**src/core/tcirq_map.vh**
```
// register map, field positions and codes of the timer counter core
`ifndef TCIRQ_MAP_VH
`define TCIRQ_MAP_VH
`define TCIRQ_ADDR_W 5
`define TCIRQ_OFS_STATUS_CONTROL 5'h00
`define TCIRQ_OFS_COUNTER_HIGH 5'h04
`define TCIRQ_OFS_COUNTER_LOW 5'h08
`define TCIRQ_OFS_MODULO_HIGH 5'h0c
`define TCIRQ_OFS_MODULO_LOW 5'h10
`define TCIRQ_OFS_CHAN0 5'h14
`define TCIRQ_OFS_CHAN1 5'h18
`define TCIRQ_BIT_FLAG 7
`define TCIRQ_BIT_IRQ_EN 6
`define TCIRQ_BIT_CENTER 5
`define TCIRQ_CS_HI 4
`define TCIRQ_CS_LO 3
`define TCIRQ_PS_HI 2
`define TCIRQ_PS_LO 0
`define TCIRQ_CS_NONE 2'h0
`define TCIRQ_CS_BUS 2'h1
`define TCIRQ_CS_FIXED 2'h2
`define TCIRQ_CS_EXT 2'h3
`define TCIRQ_CTRL_RESET 6'h00
`define TCIRQ_COUNT_RESET 16'h0000
`define TCIRQ_COUNT_MAX 16'hffff
`define TCIRQ_MODULO_RESET 16'h0000
`endif

```
**src/core/tcirq_prescaler.v**
```verilog
// power-of-two prescaler for the selected clock ticks
`timescale 1ns/1ps
module tcirq_prescaler #(
	parameter PS_W = 3,
	parameter DIV_W = 7
) (
	ref_clk,
	rst,
	tick_in,
	prescale_select,
	tick_out
);
	input wire ref_clk;
	input wire rst;
	input wire tick_in;
	input wire [PS_W-1:0] prescale_select;
	output wire tick_out;

	reg [DIV_W-1:0] div_r;
	wire [DIV_W-1:0] mask;

	// divide by 2**prescale_select: a tick passes when the masked low bits are all ones
	assign mask = ~({DIV_W{1'b1}} << prescale_select);
	assign tick_out = tick_in & ((div_r & mask) == mask);

	always @(posedge ref_clk) begin
		if (rst) begin
			div_r <= {DIV_W{1'b0}};
		end else if (tick_in) begin
			div_r <= div_r + {{(DIV_W-1){1'b0}}, 1'b1};
		end
	end
endmodule // tcirq_prescaler

```
**src/core/tcirq_core.v**
```verilog
// timer counter core with coherent counter reads, event flags and level interrupt
// How it works
// - two-bit clock source: 00 none, 01 bus, 10 fixed, 11 external.
// - prescale field divides selected clock by two to the field value.
// - counter visible as high and low byte registers; writes only clear it.
// - reading either byte latches both until the other byte is read.
// - reset or any status/control write returns the latch to idle.
// - reset zeroes the sixteen-bit counter.
// - any write to a counter byte zeroes counter and latch, data ignored.
// - overflow flag sets as counter steps past its terminal count.
// - channel flag sets on a rising edge of that channel's event pin.
// - interrupt request is active high.
// - enabled flag holds request as a level; disabled flag only polled.
// - flag clears only after a read seeing one, then a zero write.
// - a new event between read and write keeps the flag set.
// - without center mode overflow sets going from modulo to zero.
// - with no modulo limit overflow sets at ffff, rolling to zero outside center mode.
`timescale 1ns/1ps
`include "tcirq_map.vh"
module tcirq_core #(
	parameter NCH = 2,
	parameter CNT_W = 16
) (
	ref_clk,
	rst,
	avm_address,
	avm_read,
	avm_write,
	avm_writedata,
	avm_byteenable,
	avm_readdata,
	avm_waitrequest,
	fixed_clk_tick,
	ext_clk_pin,
	channel_event_pin,
	irq
);
	input wire ref_clk;
	input wire rst;
	input wire [`TCIRQ_ADDR_W-1:0] avm_address;
	input wire avm_read;
	input wire avm_write;
	input wire [31:0] avm_writedata;
	input wire [3:0] avm_byteenable;
	output reg [31:0] avm_readdata;
	output reg avm_waitrequest;
	input wire fixed_clk_tick;
	input wire ext_clk_pin;
	input wire [NCH-1:0] channel_event_pin;
	output reg irq;

	// three-stage pin synchroniser; a change counts once stages two and three agree
	reg [NCH:0] sync1_r;
	reg [NCH:0] sync2_r;
	reg [NCH:0] sync3_r;
	reg [NCH:0] pin_lvl_r;
	wire [NCH:0] pin_raw;
	wire [NCH:0] pin_lvl_nxt;
	wire [NCH:0] pin_rise;

	assign pin_raw = {channel_event_pin, ext_clk_pin};

	genvar gi;
	generate
		for (gi = 0; gi <= NCH; gi = gi + 1) begin : g_sync
			assign pin_lvl_nxt[gi] = (sync2_r[gi] == sync3_r[gi]) ? sync3_r[gi] : pin_lvl_r[gi];
			assign pin_rise[gi] = pin_lvl_nxt[gi] & ~pin_lvl_r[gi];
		end
	endgenerate

	always @(posedge ref_clk) begin
		if (rst) begin
			sync1_r <= {(NCH+1){1'b0}};
			sync2_r <= {(NCH+1){1'b0}};
			sync3_r <= {(NCH+1){1'b0}};
			pin_lvl_r <= {(NCH+1){1'b0}};
		end else begin
			sync1_r <= pin_raw;
			sync2_r <= sync1_r;
			sync3_r <= sync2_r;
			pin_lvl_r <= pin_lvl_nxt;
		end
	end

	// control state
	reg [1:0] clock_source_select_r;
	reg [2:0] prescale_select_r;
	reg center_align_select_r;
	reg overflow_irq_enable_r;
	reg overflow_flag_r;
	reg overflow_armed_r;
	reg [NCH-1:0] channel_irq_enable_r;
	reg [NCH-1:0] channel_event_flag_r;
	reg [NCH-1:0] channel_armed_r;
	reg [CNT_W-1:0] count_r;
	reg count_down_r;
	reg [CNT_W-1:0] modulo_r;
	reg [CNT_W-1:0] hold_r;
	reg latched_r;
	reg first_high_r;

	// bus decode: every access is taken in its first cycle and answered one cycle later
	wire take;
	wire do_rd;
	wire do_wr;
	wire wr_lane;
	wire [7:0] wbyte;
	assign take = (avm_read | avm_write) & avm_waitrequest;
	assign do_rd = take & avm_read;
	assign do_wr = take & avm_write;
	assign wr_lane = avm_byteenable[0];
	assign wbyte = avm_writedata[7:0];

	function hit;
		input [`TCIRQ_ADDR_W-1:0] a;
		input [`TCIRQ_ADDR_W-1:0] ofs;
		begin
			hit = (a == ofs);
		end
	endfunction

	function [`TCIRQ_ADDR_W-1:0] chan_ofs;
		input integer n;
		begin
			chan_ofs = `TCIRQ_OFS_CHAN0 + n[`TCIRQ_ADDR_W-1:0] * 5'h04;
		end
	endfunction

	wire sc_rd;
	wire sc_wr;
	wire cnt_rd_hi;
	wire cnt_rd_lo;
	wire cnt_wr;
	assign sc_rd = do_rd & hit(avm_address, `TCIRQ_OFS_STATUS_CONTROL);
	assign sc_wr = do_wr & wr_lane & hit(avm_address, `TCIRQ_OFS_STATUS_CONTROL);
	assign cnt_rd_hi = do_rd & hit(avm_address, `TCIRQ_OFS_COUNTER_HIGH);
	assign cnt_rd_lo = do_rd & hit(avm_address, `TCIRQ_OFS_COUNTER_LOW);
	assign cnt_wr = do_wr & wr_lane & (hit(avm_address, `TCIRQ_OFS_COUNTER_HIGH) |
		hit(avm_address, `TCIRQ_OFS_COUNTER_LOW));

	// clock source and prescaler
	reg src_tick;
	wire presc_tick;
	always @* begin
		case (clock_source_select_r)
			`TCIRQ_CS_NONE: src_tick = 1'b0;
			`TCIRQ_CS_BUS: src_tick = 1'b1;
			`TCIRQ_CS_FIXED: src_tick = fixed_clk_tick;
			`TCIRQ_CS_EXT: src_tick = pin_rise[0];
			default: src_tick = 1'b0;
		endcase
	end

	tcirq_prescaler #(
		.PS_W(3),
		.DIV_W(7)
	) u_presc (
		.ref_clk(ref_clk),
		.rst(rst),
		.tick_in(src_tick),
		.prescale_select(prescale_select_r),
		.tick_out(presc_tick)
	);

	// counting; a zero modulo means no limit, so the terminal count is all ones
	wire [CNT_W-1:0] terminal;
	wire at_terminal;
	reg [CNT_W-1:0] count_nxt;
	reg count_down_nxt;
	reg overflow_event;
	assign terminal = (modulo_r == `TCIRQ_MODULO_RESET) ? `TCIRQ_COUNT_MAX : modulo_r;
	assign at_terminal = (count_r == terminal);

	always @* begin
		count_nxt = count_r;
		count_down_nxt = count_down_r;
		overflow_event = 1'b0;
		if (cnt_wr) begin
			count_nxt = `TCIRQ_COUNT_RESET;
			count_down_nxt = 1'b0;
		end else if (presc_tick) begin
			if (!center_align_select_r) begin
				if (at_terminal) begin
					count_nxt = `TCIRQ_COUNT_RESET;
					overflow_event = 1'b1;
				end else begin
					count_nxt = count_r + {{(CNT_W-1){1'b0}}, 1'b1};
				end
				count_down_nxt = 1'b0;
			end else if (!count_down_r) begin
				// center mode turns round at the terminal count and flags there
				if (at_terminal) begin
					count_nxt = count_r - {{(CNT_W-1){1'b0}}, 1'b1};
					count_down_nxt = 1'b1;
					overflow_event = 1'b1;
				end else begin
					count_nxt = count_r + {{(CNT_W-1){1'b0}}, 1'b1};
				end
			end else begin
				if (count_r == `TCIRQ_COUNT_RESET) begin
					count_nxt = count_r + {{(CNT_W-1){1'b0}}, 1'b1};
					count_down_nxt = 1'b0;
				end else begin
					count_nxt = count_r - {{(CNT_W-1){1'b0}}, 1'b1};
				end
			end
		end
	end

	always @(posedge ref_clk) begin
		if (rst) begin
			count_r <= `TCIRQ_COUNT_RESET;
			count_down_r <= 1'b0;
		end else begin
			count_r <= count_nxt;
			count_down_r <= count_down_nxt;
		end
	end

	// coherent byte reads: the first byte read freezes both, the opposite byte releases
	always @(posedge ref_clk) begin
		if (rst) begin
			latched_r <= 1'b0;
			first_high_r <= 1'b0;
			hold_r <= `TCIRQ_COUNT_RESET;
		end else if (sc_wr | cnt_wr) begin
			latched_r <= 1'b0;
		end else if (cnt_rd_hi | cnt_rd_lo) begin
			if (!latched_r) begin
				latched_r <= 1'b1;
				first_high_r <= cnt_rd_hi;
				hold_r <= count_r;
			end else if (first_high_r != cnt_rd_hi) begin
				latched_r <= 1'b0;
			end
		end
	end

	// overflow flag with read-then-write-zero clearing; a new event wins over the clear
	always @(posedge ref_clk) begin
		if (rst) begin
			overflow_flag_r <= 1'b0;
			overflow_armed_r <= 1'b0;
			overflow_irq_enable_r <= 1'b0;
			center_align_select_r <= 1'b0;
			clock_source_select_r <= `TCIRQ_CS_NONE;
			prescale_select_r <= 3'h0;
		end else begin
			if (overflow_event) begin
				overflow_flag_r <= 1'b1;
				overflow_armed_r <= 1'b0;
			end else if (sc_wr) begin
				if (overflow_armed_r && !wbyte[`TCIRQ_BIT_FLAG]) begin
					overflow_flag_r <= 1'b0;
				end
				overflow_armed_r <= 1'b0;
			end else if (sc_rd && overflow_flag_r) begin
				overflow_armed_r <= 1'b1;
			end
			if (sc_wr) begin
				overflow_irq_enable_r <= wbyte[`TCIRQ_BIT_IRQ_EN];
				center_align_select_r <= wbyte[`TCIRQ_BIT_CENTER];
				clock_source_select_r <= wbyte[`TCIRQ_CS_HI:`TCIRQ_CS_LO];
				prescale_select_r <= wbyte[`TCIRQ_PS_HI:`TCIRQ_PS_LO];
			end
		end
	end

	// modulo bytes; written values take effect at once
	always @(posedge ref_clk) begin
		if (rst) begin
			modulo_r <= `TCIRQ_MODULO_RESET;
		end else if (do_wr && wr_lane) begin
			if (hit(avm_address, `TCIRQ_OFS_MODULO_HIGH)) begin
				modulo_r[15:8] <= wbyte;
			end
			if (hit(avm_address, `TCIRQ_OFS_MODULO_LOW)) begin
				modulo_r[7:0] <= wbyte;
			end
		end
	end

	// channel flags follow the same clearing protocol as the overflow flag
	generate
		for (gi = 0; gi < NCH; gi = gi + 1) begin : g_chan
			wire ch_rd;
			wire ch_wr;
			assign ch_rd = do_rd & hit(avm_address, chan_ofs(gi));
			assign ch_wr = do_wr & wr_lane & hit(avm_address, chan_ofs(gi));
			always @(posedge ref_clk) begin
				if (rst) begin
					channel_event_flag_r[gi] <= 1'b0;
					channel_armed_r[gi] <= 1'b0;
					channel_irq_enable_r[gi] <= 1'b0;
				end else begin
					if (pin_rise[gi+1]) begin
						channel_event_flag_r[gi] <= 1'b1;
						channel_armed_r[gi] <= 1'b0;
					end else if (ch_wr) begin
						if (channel_armed_r[gi] && !wbyte[`TCIRQ_BIT_FLAG]) begin
							channel_event_flag_r[gi] <= 1'b0;
						end
						channel_armed_r[gi] <= 1'b0;
					end else if (ch_rd && channel_event_flag_r[gi]) begin
						channel_armed_r[gi] <= 1'b1;
					end
					if (ch_wr) begin
						channel_irq_enable_r[gi] <= wbyte[`TCIRQ_BIT_IRQ_EN];
					end
				end
			end
		end
	endgenerate

	// read mux; a frozen byte comes from the hold buffer
	reg [7:0] rbyte;
	integer k;
	always @* begin
		rbyte = 8'h00;
		if (hit(avm_address, `TCIRQ_OFS_STATUS_CONTROL)) begin
			rbyte = {overflow_flag_r, overflow_irq_enable_r, center_align_select_r,
				clock_source_select_r, prescale_select_r};
		end else if (hit(avm_address, `TCIRQ_OFS_COUNTER_HIGH)) begin
			rbyte = latched_r ? hold_r[15:8] : count_r[15:8];
		end else if (hit(avm_address, `TCIRQ_OFS_COUNTER_LOW)) begin
			rbyte = latched_r ? hold_r[7:0] : count_r[7:0];
		end else if (hit(avm_address, `TCIRQ_OFS_MODULO_HIGH)) begin
			rbyte = modulo_r[15:8];
		end else if (hit(avm_address, `TCIRQ_OFS_MODULO_LOW)) begin
			rbyte = modulo_r[7:0];
		end
		for (k = 0; k < NCH; k = k + 1) begin
			if (hit(avm_address, chan_ofs(k))) begin
				rbyte = {channel_event_flag_r[k], channel_irq_enable_r[k], 6'h00};
			end
		end
	end

	// avalon answer: waitrequest drops for one cycle after each take
	always @(posedge ref_clk) begin
		if (rst) begin
			avm_waitrequest <= 1'b1;
			avm_readdata <= 32'h00000000;
		end else begin
			avm_waitrequest <= ~take;
			if (do_rd) begin
				avm_readdata <= {24'h000000, rbyte};
			end
		end
	end

	// level interrupt, registered so it leaves straight from a flip-flop
	always @(posedge ref_clk) begin
		if (rst) begin
			irq <= 1'b0;
		end else begin
			irq <= (overflow_flag_r & overflow_irq_enable_r) |
				(|(channel_event_flag_r & channel_irq_enable_r));
		end
	end
endmodule // tcirq_core

```
**config.mk**
```make
export PLATFORM = sky130hd
export DESIGN_NAME = tcirq_core
export DESIGN_NICKNAME = d
export VERILOG_FILES = /design/src/core/tcirq_prescaler.v /design/src/core/tcirq_core.v
export VERILOG_INCLUDE_DIRS = /design/src /design/src/core
export SDC_FILE = /design/constraint.sdc
export NUM_CORES = 1
export LEC_CHECK = 0
export CAP_MARGIN = 30
export CORE_AREA = 4 4 117 119
export CTS_BUF_LIST = sky130_fd_sc_hd__clkbuf_8
export DETAILED_ROUTE_END_ITERATION = 12
export DIE_AREA = 0 0 121 123
export DONT_BUFFER_PORTS = 1
export PLACE_DENSITY = 0.68
export SKIP_LAST_GASP = 1
export SYNTH_ARGS = -nofsm -noshare
export SYNTH_HDL_FRONTEND = slang
export SYNTH_SLANG_ARGS = --single-unit
```
**constraint.sdc**
```tcl
create_clock -name ref_clk -period 7.9 [get_ports ref_clk]
set_input_delay 1.58 -clock ref_clk [delete_from_list [all_inputs] [get_ports ref_clk]]
set_output_delay 1.58 -clock ref_clk [all_outputs]
set_load 0.05 [all_outputs]
```
# Word level (Yosys, flattened, before mapping)
# Cells that the tools add are included.
# classes
n_mux	38
n_eq_ne	15
n_shift	1
reduce_logical	30
n_bitwise	32
addsub	3
# op_table
operator	n
$mux W16	6
$mux W8	9
$logic_not A16 Y1	2
$mux W1	22
$and A1 B1 Y1	18
$add A16 B1 Y16 const B	1
$eq A16 B16 Y1	1
$sub A16 B1 Y16 const B	1
$eq A5 B5 Y1 const B	3
$reduce_bool A2 Y1	6
$eq A5 B4 Y1 const B	2
$reduce_and A2 Y1	5
$reduce_or A3 Y1	3
$add A7 B1 Y7 const B	1
$and A7 B7 Y7	1
$eq A7 B7 Y1	1
$logic_and A1 B1 Y1	7
$not A7 Y7	1
$shl A7 B3 Y7 const A	1
$not A1 Y1	6
$reduce_or A2 Y1	3
$eq A5 B3 Y1 const B	1
$logic_not A5 Y1	1
$or A1 B1 Y1	5
other kinds (9)	12
# word_totals
word_cells	146
reg_bits	95
out_inout_bits	34
in_bits	49

# Longest topological paths before layout
# depth
word_depth	10
depth_mapped	13
depth_no_buf	10

# Modules after synthesis
# A second synthesis with hierarchy kept.
# hier_totals
hier_cells	715
area_unflattened_um2	5640.4
# modules_own_cells
module	seq_area_each_um2	area_each_um2	n_inst	cells_each
tcirq_core	1761.7	5303.8	1	675
tcirq_prescaler	140.1	336.6	1	40

# Worst setup path after synthesis
# Ideal clock, no wire load.
# synth_path
path_type	input to register
start	in avm_address[1]
end	reg count_r[9]
t_arrival_ns	3.231
path_buffers	1
required_ns	7.780
slack_ns	4.549
setup_ns	0.120
stages	8
path_cell_list	or3_1 nor3_1 or2_2 or2_2 buf_1 a211oi_4 a32o_1 a211o_1
# synth_via
elab_chain_len	4
word_cells_on_any_way	5
cone_classes	eq/ne: 2; bitwise: 2; reduce/logical: 1
# synth_rtl
item	line	rtl
start: declaration	tcirq_core.v:40	input wire [`TCIRQ_ADDR_W-1:0] avm_address;
$eq A5 B3 Y1 / $eq A5 B4 Y1 (equally long branches)	tcirq_core.v:118	hit = (a == ofs);
$or A1 B1 Y1 *	tcirq_core.v:138	assign cnt_wr = do_wr & wr_lane & (hit(avm_address, `TCIRQ_OFS_COUNTER_HIGH) |
$and A1 B1 Y1 *	tcirq_core.v:138	
$reduce_or A2 Y1 (no source line) *	-	
end signal: assignment	tcirq_core.v:212	count_r <= `TCIRQ_COUNT_RESET;
end signal: assignment	tcirq_core.v:215	count_r <= count_nxt;
end: declaration	tcirq_core.v:95	reg [CNT_W-1:0] count_r;
# Every way passes the cells marked *; elsewhere a longest branch is shown, timed or not.
# A chain may end at the register's enable or synchronous reset.

# Final worst setup path
# layout_path
start	reg modulo_r[13]
end	reg count_r[14]
# layout_via
elab_chain_len	6
word_cells_on_any_way	7
cone_classes	eq/ne: 1; mux: 5; reduce/logical: 1
# layout_rtl
item	line	rtl
start: declaration	tcirq_core.v:97	reg [CNT_W-1:0] modulo_r;
start signal: assignment	tcirq_core.v:272	modulo_r <= `TCIRQ_MODULO_RESET;
start signal: assignment	tcirq_core.v:275	modulo_r[15:8] <= wbyte;
$logic_not A16 Y1 (no source line)	-	
$mux W16 *	tcirq_core.v:171	assign terminal = (modulo_r == `TCIRQ_MODULO_RESET) ? `TCIRQ_COUNT_MAX : modulo_r;
$eq A16 B16 Y1 *	tcirq_core.v:172	assign at_terminal = (count_r == terminal);
$mux W16	tcirq_core.v:192	if (at_terminal) begin
$mux W16	tcirq_core.v:190	end else if (!count_down_r) begin
$mux W16 *	tcirq_core.v:182	if (!center_align_select_r) begin
# Marks and branches as above.

==> out/results.tsv <==
metric	value	unit
GR Util All Layers	0.197	
final core utilization	0.454	
number of violations of the max-capacitance limit	0	
number of nets with antenna violations after routing	0	
capture point of the worst path	count_r[14]	
Worst Skew	9.29	ps
combined area of all synthesized cells	0.00556	mm^2
worst-path maximum fanout	16	
# IOs	83	
DIE WIDTH	121	um
top cell family by delay on the critical path	simple AND/OR/NAND/NOR gates	
layout filler cell count	1235	
worst path arrival time	4300	ps
cts-stage hold buffer count	0	
placeable core region	0.0126	mm^2
library cell used as clock root buffer	sky130_fd_sc_hd__clkbuf_8	
largest net degree at the start of global routing	78	
number of hold violations in the final report	0	
TritonCTS buffer count	9	
number of levels in the clock H-tree	3	
antenna diode count	0	
standard-cell rows	41	
peak supply drop	62.5	uV
number of cells produced by synthesis	705	
Crit. path cell count	8	
post-cts repair resize count	0	
initial antenna violation count	0	
fraction of the mapped netlist area in simple logic gates	0.260	
ratio of routed vias to standard cells	5.98	
share of the synthesized area in compound gates (AO/OA/AOI/OAI)	0.212	
worst r2r path cells	8	
post-synthesis async set-or-reset flop share	0	
clock period minus final worst setup slack	4000	ps
endpoint of the worst register-to-register path	count_r[14]	
Port Buffer Count	0	
mux contribution to synthesized area	0.0513	
DP Area	0.00549	mm^2
Bufs and invs on worst path	0	
total chip power	0.880	mW
Chip Height	123	um
period utilization	0.506	
maximum buffer depth of the clock tree	2	
XOR/XNOR share of the synthesized area	0.0441	
Post-CTS Setup Inserts	0	
Worst Hold Class	flop to flop	
average wire length per cell after detail routing	17.4	um
R2R Path Start	modulo_r[13]	
outcome	finished clean	
critical path required time	8210	ps
Post-Layout Inst Area	0.00571	mm^2
remaining global-route overflow	0	
timing startpoint of the critical path	modulo_r[13]	
final net count	720	
Setup-failing EPs final	0	
stage delay of the slowest cell on the critical path	950	ps
number of DRC violations after detailed routing	0	
area used by multi-input combinational logic	0.00329	mm^2
sequential fraction of the synthesis area	0.342	
Syn Area/Cell	7.89	um^2
area enclosed by the die boundary	0.0149	mm^2
final slew viol count	0	
ordered list of cells on the worst path	nor4_4, a41oi_1, xnor2_1, nor4_1, nand4_2, a21boi_1, nand2_1, o211ai_1	
Worst setup SP type	flop	
leakage power of the design	1.86	nW
Main synth FF type	sky130_fd_sc_hd__dfxtp_1	
CTS tree	done	
Seq cells post-synth	95	
clock network latency to the later pin of the worst-skew pair	380	ps
Setup CP Type	flop to flop	
RSZ-0062 raised after global routing	no	
fraction of final layout cells sized beyond drive strength 1	0.0580	
area delta synth->final	2.59	%
count of distinct cell types in the synthesized netlist	66	
total wirelength of the detailed-routed design	14.7	mm
total via count after detailed routing	5049	
Adder-Cell Fraction of Synth Area	0.00900	
Tightest Pin Transition	1030	ps
total of warnings raised by yosys	0	
length of the first detailed-routing pass in iterations	6	
final setup TNS	0	ps
half-perimeter wire length after placement	10.4	mm
max frequency	0.250	GHz
cell with the largest stage delay on the worst path	sky130_fd_sc_hd__a21boi_1	
main combinational cell family by area after synthesis	simple AND/OR/NAND/NOR gates	
DRT iter0 DRCs	615	
number of enable flip-flop cells after synthesis	0	
vias in the first global route	4599	
starting utilization of the core area	0.443	
GPL Wtd Cong	0.912	
first-pass GRT wire length	23.7	mm
headroom to the max-slew limit	0.313	
Sink Count	95	
CTS clock-pin slew for the worst setup and hold paths	110	ps
FF-to-FF setup slack	3900	ps
register area	0.00190	mm^2
type of element capturing the critical path	flop	
cell area power density	154	mW/mm^2
## kinds of logic after synthesis
logic type / count (synthesis)
AND/OR/NAND/NOR: 286
buffers and inverters: 90
adder cells (fa/ha/maj): 4
XOR/XNOR: 28
flip-flops: 95
other: 1
AO/OA/AOI/OAI: 174
multiplexers: 27
## layout make-up
class / count / share of cell area
Clock buffer: 9 / 0.0217
Sequential cell: 95 / 0.333
Tap cell: 172 / 0.0377
Multi-Input combinational cell: 543 / 0.577
Inverter: 13 / 0.00855
Clock inverter: 7 / 0.0129
Timing Repair Buffer: 5 / 0.00877
## registers in the layout, indices dropped and copies added, names as in the netlist, 2 cells and up
register,cells
sync2_r,3
sync1_r,3
channel_irq_enable_r,2
modulo_r,16
pin_lvl_r,3
sync3_r,3
channel_event_flag_r,2
hold_r,16
avm_readdata,8
u_presc.div_r,7
channel_armed_r,2
clock_source_select_r,2
count_r,16
prescale_select_r,3
## stage by stage
stage	setup slack, ps	cells	hold slack [ps]
2_1_floorplan	4550	728	414
5_1_grt	3600	844	467
4_1_cts	4000	843	458
3_3_place_gp	3630	824	419
6_report	3900	844	456
3_5_place_dp	3590	827	441
## cells in the mapped netlist, types with 3 or more instances
library cell,n,area share
sky130_fd_sc_hd__a32o_1,3,0.0054
sky130_fd_sc_hd__a211oi_1,3,0.0040
sky130_fd_sc_hd__nand2b_1,8,0.0090
sky130_fd_sc_hd__nand3_1,34,0.031
sky130_fd_sc_hd__nand4_1,7,0.0079
sky130_fd_sc_hd__or3_1,5,0.0056
sky130_fd_sc_hd__nor2_1,55,0.037
sky130_fd_sc_hd__buf_1,6,0.0040
sky130_fd_sc_hd__nor4_4,4,0.015
sky130_fd_sc_hd__ha_1,4,0.0090
sky130_fd_sc_hd__nor3_1,18,0.016
sky130_fd_sc_hd__clkbuf_1,39,0.026
sky130_fd_sc_hd__xnor2_1,22,0.035
sky130_fd_sc_hd__a41oi_1,15,0.024
sky130_fd_sc_hd__nor4_1,10,0.011
sky130_fd_sc_hd__o21ai_1,3,0.0027
sky130_fd_sc_hd__nand2_1,100,0.067
sky130_fd_sc_hd__buf_2,3,0.0027
sky130_fd_sc_hd__nor4_2,4,0.0090
sky130_fd_sc_hd__a221o_1,6,0.011
sky130_fd_sc_hd__o21ai_0,22,0.020
sky130_fd_sc_hd__o22ai_1,11,0.012
sky130_fd_sc_hd__a21o_1,3,0.0040
sky130_fd_sc_hd__a21oi_1,56,0.050
sky130_fd_sc_hd__nor2b_1,11,0.012
sky130_fd_sc_hd__inv_1,13,0.0088
sky130_fd_sc_hd__buf_4,28,0.038
sky130_fd_sc_hd__xor2_1,6,0.0094
sky130_fd_sc_hd__o211ai_1,13,0.018
sky130_fd_sc_hd__a31oi_1,6,0.0067
sky130_fd_sc_hd__dfxtp_1,95,0.34
sky130_fd_sc_hd__mux2i_1,24,0.043
sky130_fd_sc_hd__a22oi_1,7,0.0094
sky130_fd_sc_hd__and2_1,8,0.0090
sky130_fd_sc_hd__o31ai_1,4,0.0054
sky130_fd_sc_hd__and3_1,9,0.010
sky130_fd_sc_hd__nand3b_1,3,0.0040
## how the worst min path moves through the flow
stage	from	end	slack (ps)	depth (start not counted)
after floorplan	sync1_r[0]	sync2_r[0]	410	1
after global placement	sync1_r[2]	sync2_r[2]	420	1
after detailed placement	sync1_r[0]	sync2_r[0]	440	1
after CTS	hold_r[14]	hold_r[14]	460	2
after global routing	sync1_r[2]	sync2_r[2]	470	1
final	sync1_r[1]	sync2_r[1]	460	1
## per-layer routing
layer  vias up  track usage  share of wire  wire, um
met2       218        0.307           0.47      6860
met1      2392        0.272           0.44      6460
met5         -            0              0         0
met4         0       0.0829          0.019       281
met3        28       0.0311          0.074      1090
li1       2411            -              -         -
## power breakdown
part	total, mW	switching (mW)	internal, mW
combinational	0.0619	0.0473	0.0146
clock	0.328	0.203	0.124
sequential	0.490	0.00765	0.483
## cell usage in the layout, fill, tap and decap left out, types with 3 or more instances in the layout
master	synthesis	routed
sky130_fd_sc_hd__nand2_1	100	100
sky130_fd_sc_hd__dfxtp_1	95	95
sky130_fd_sc_hd__a21oi_1	56	56
sky130_fd_sc_hd__nor2_1	55	55
sky130_fd_sc_hd__nand3_1	34	34
sky130_fd_sc_hd__mux2i_1	24	24
sky130_fd_sc_hd__conb_1	1	24
sky130_fd_sc_hd__o21ai_0	22	22
sky130_fd_sc_hd__xnor2_1	22	22
sky130_fd_sc_hd__nor3_1	18	18
sky130_fd_sc_hd__a41oi_1	15	15
sky130_fd_sc_hd__inv_1	13	13
sky130_fd_sc_hd__o211ai_1	13	13
sky130_fd_sc_hd__o22ai_1	11	11
sky130_fd_sc_hd__nor2b_1	11	11
sky130_fd_sc_hd__nor4_1	10	10
sky130_fd_sc_hd__and3_1	9	9
sky130_fd_sc_hd__clkbuf_8	0	9
sky130_fd_sc_hd__and2_1	8	8
sky130_fd_sc_hd__nand2b_1	8	8
sky130_fd_sc_hd__a22oi_1	7	7
sky130_fd_sc_hd__nand4_1	7	7
sky130_fd_sc_hd__a221o_1	6	6
sky130_fd_sc_hd__a31oi_1	6	6
sky130_fd_sc_hd__xor2_1	6	6
sky130_fd_sc_hd__or3_1	5	5
sky130_fd_sc_hd__nor4_4	4	4
sky130_fd_sc_hd__nor4_2	4	4
sky130_fd_sc_hd__o31ai_1	4	4
sky130_fd_sc_hd__ha_1	4	4
sky130_fd_sc_hd__nand3b_1	3	3
sky130_fd_sc_hd__o21ai_1	3	3
sky130_fd_sc_hd__a211oi_1	3	3
sky130_fd_sc_hd__a21o_1	3	3
sky130_fd_sc_hd__a32o_1	3	3
sky130_fd_sc_hd__inv_8	0	3
Note: power is estimated with default switching activity, not from simulation.
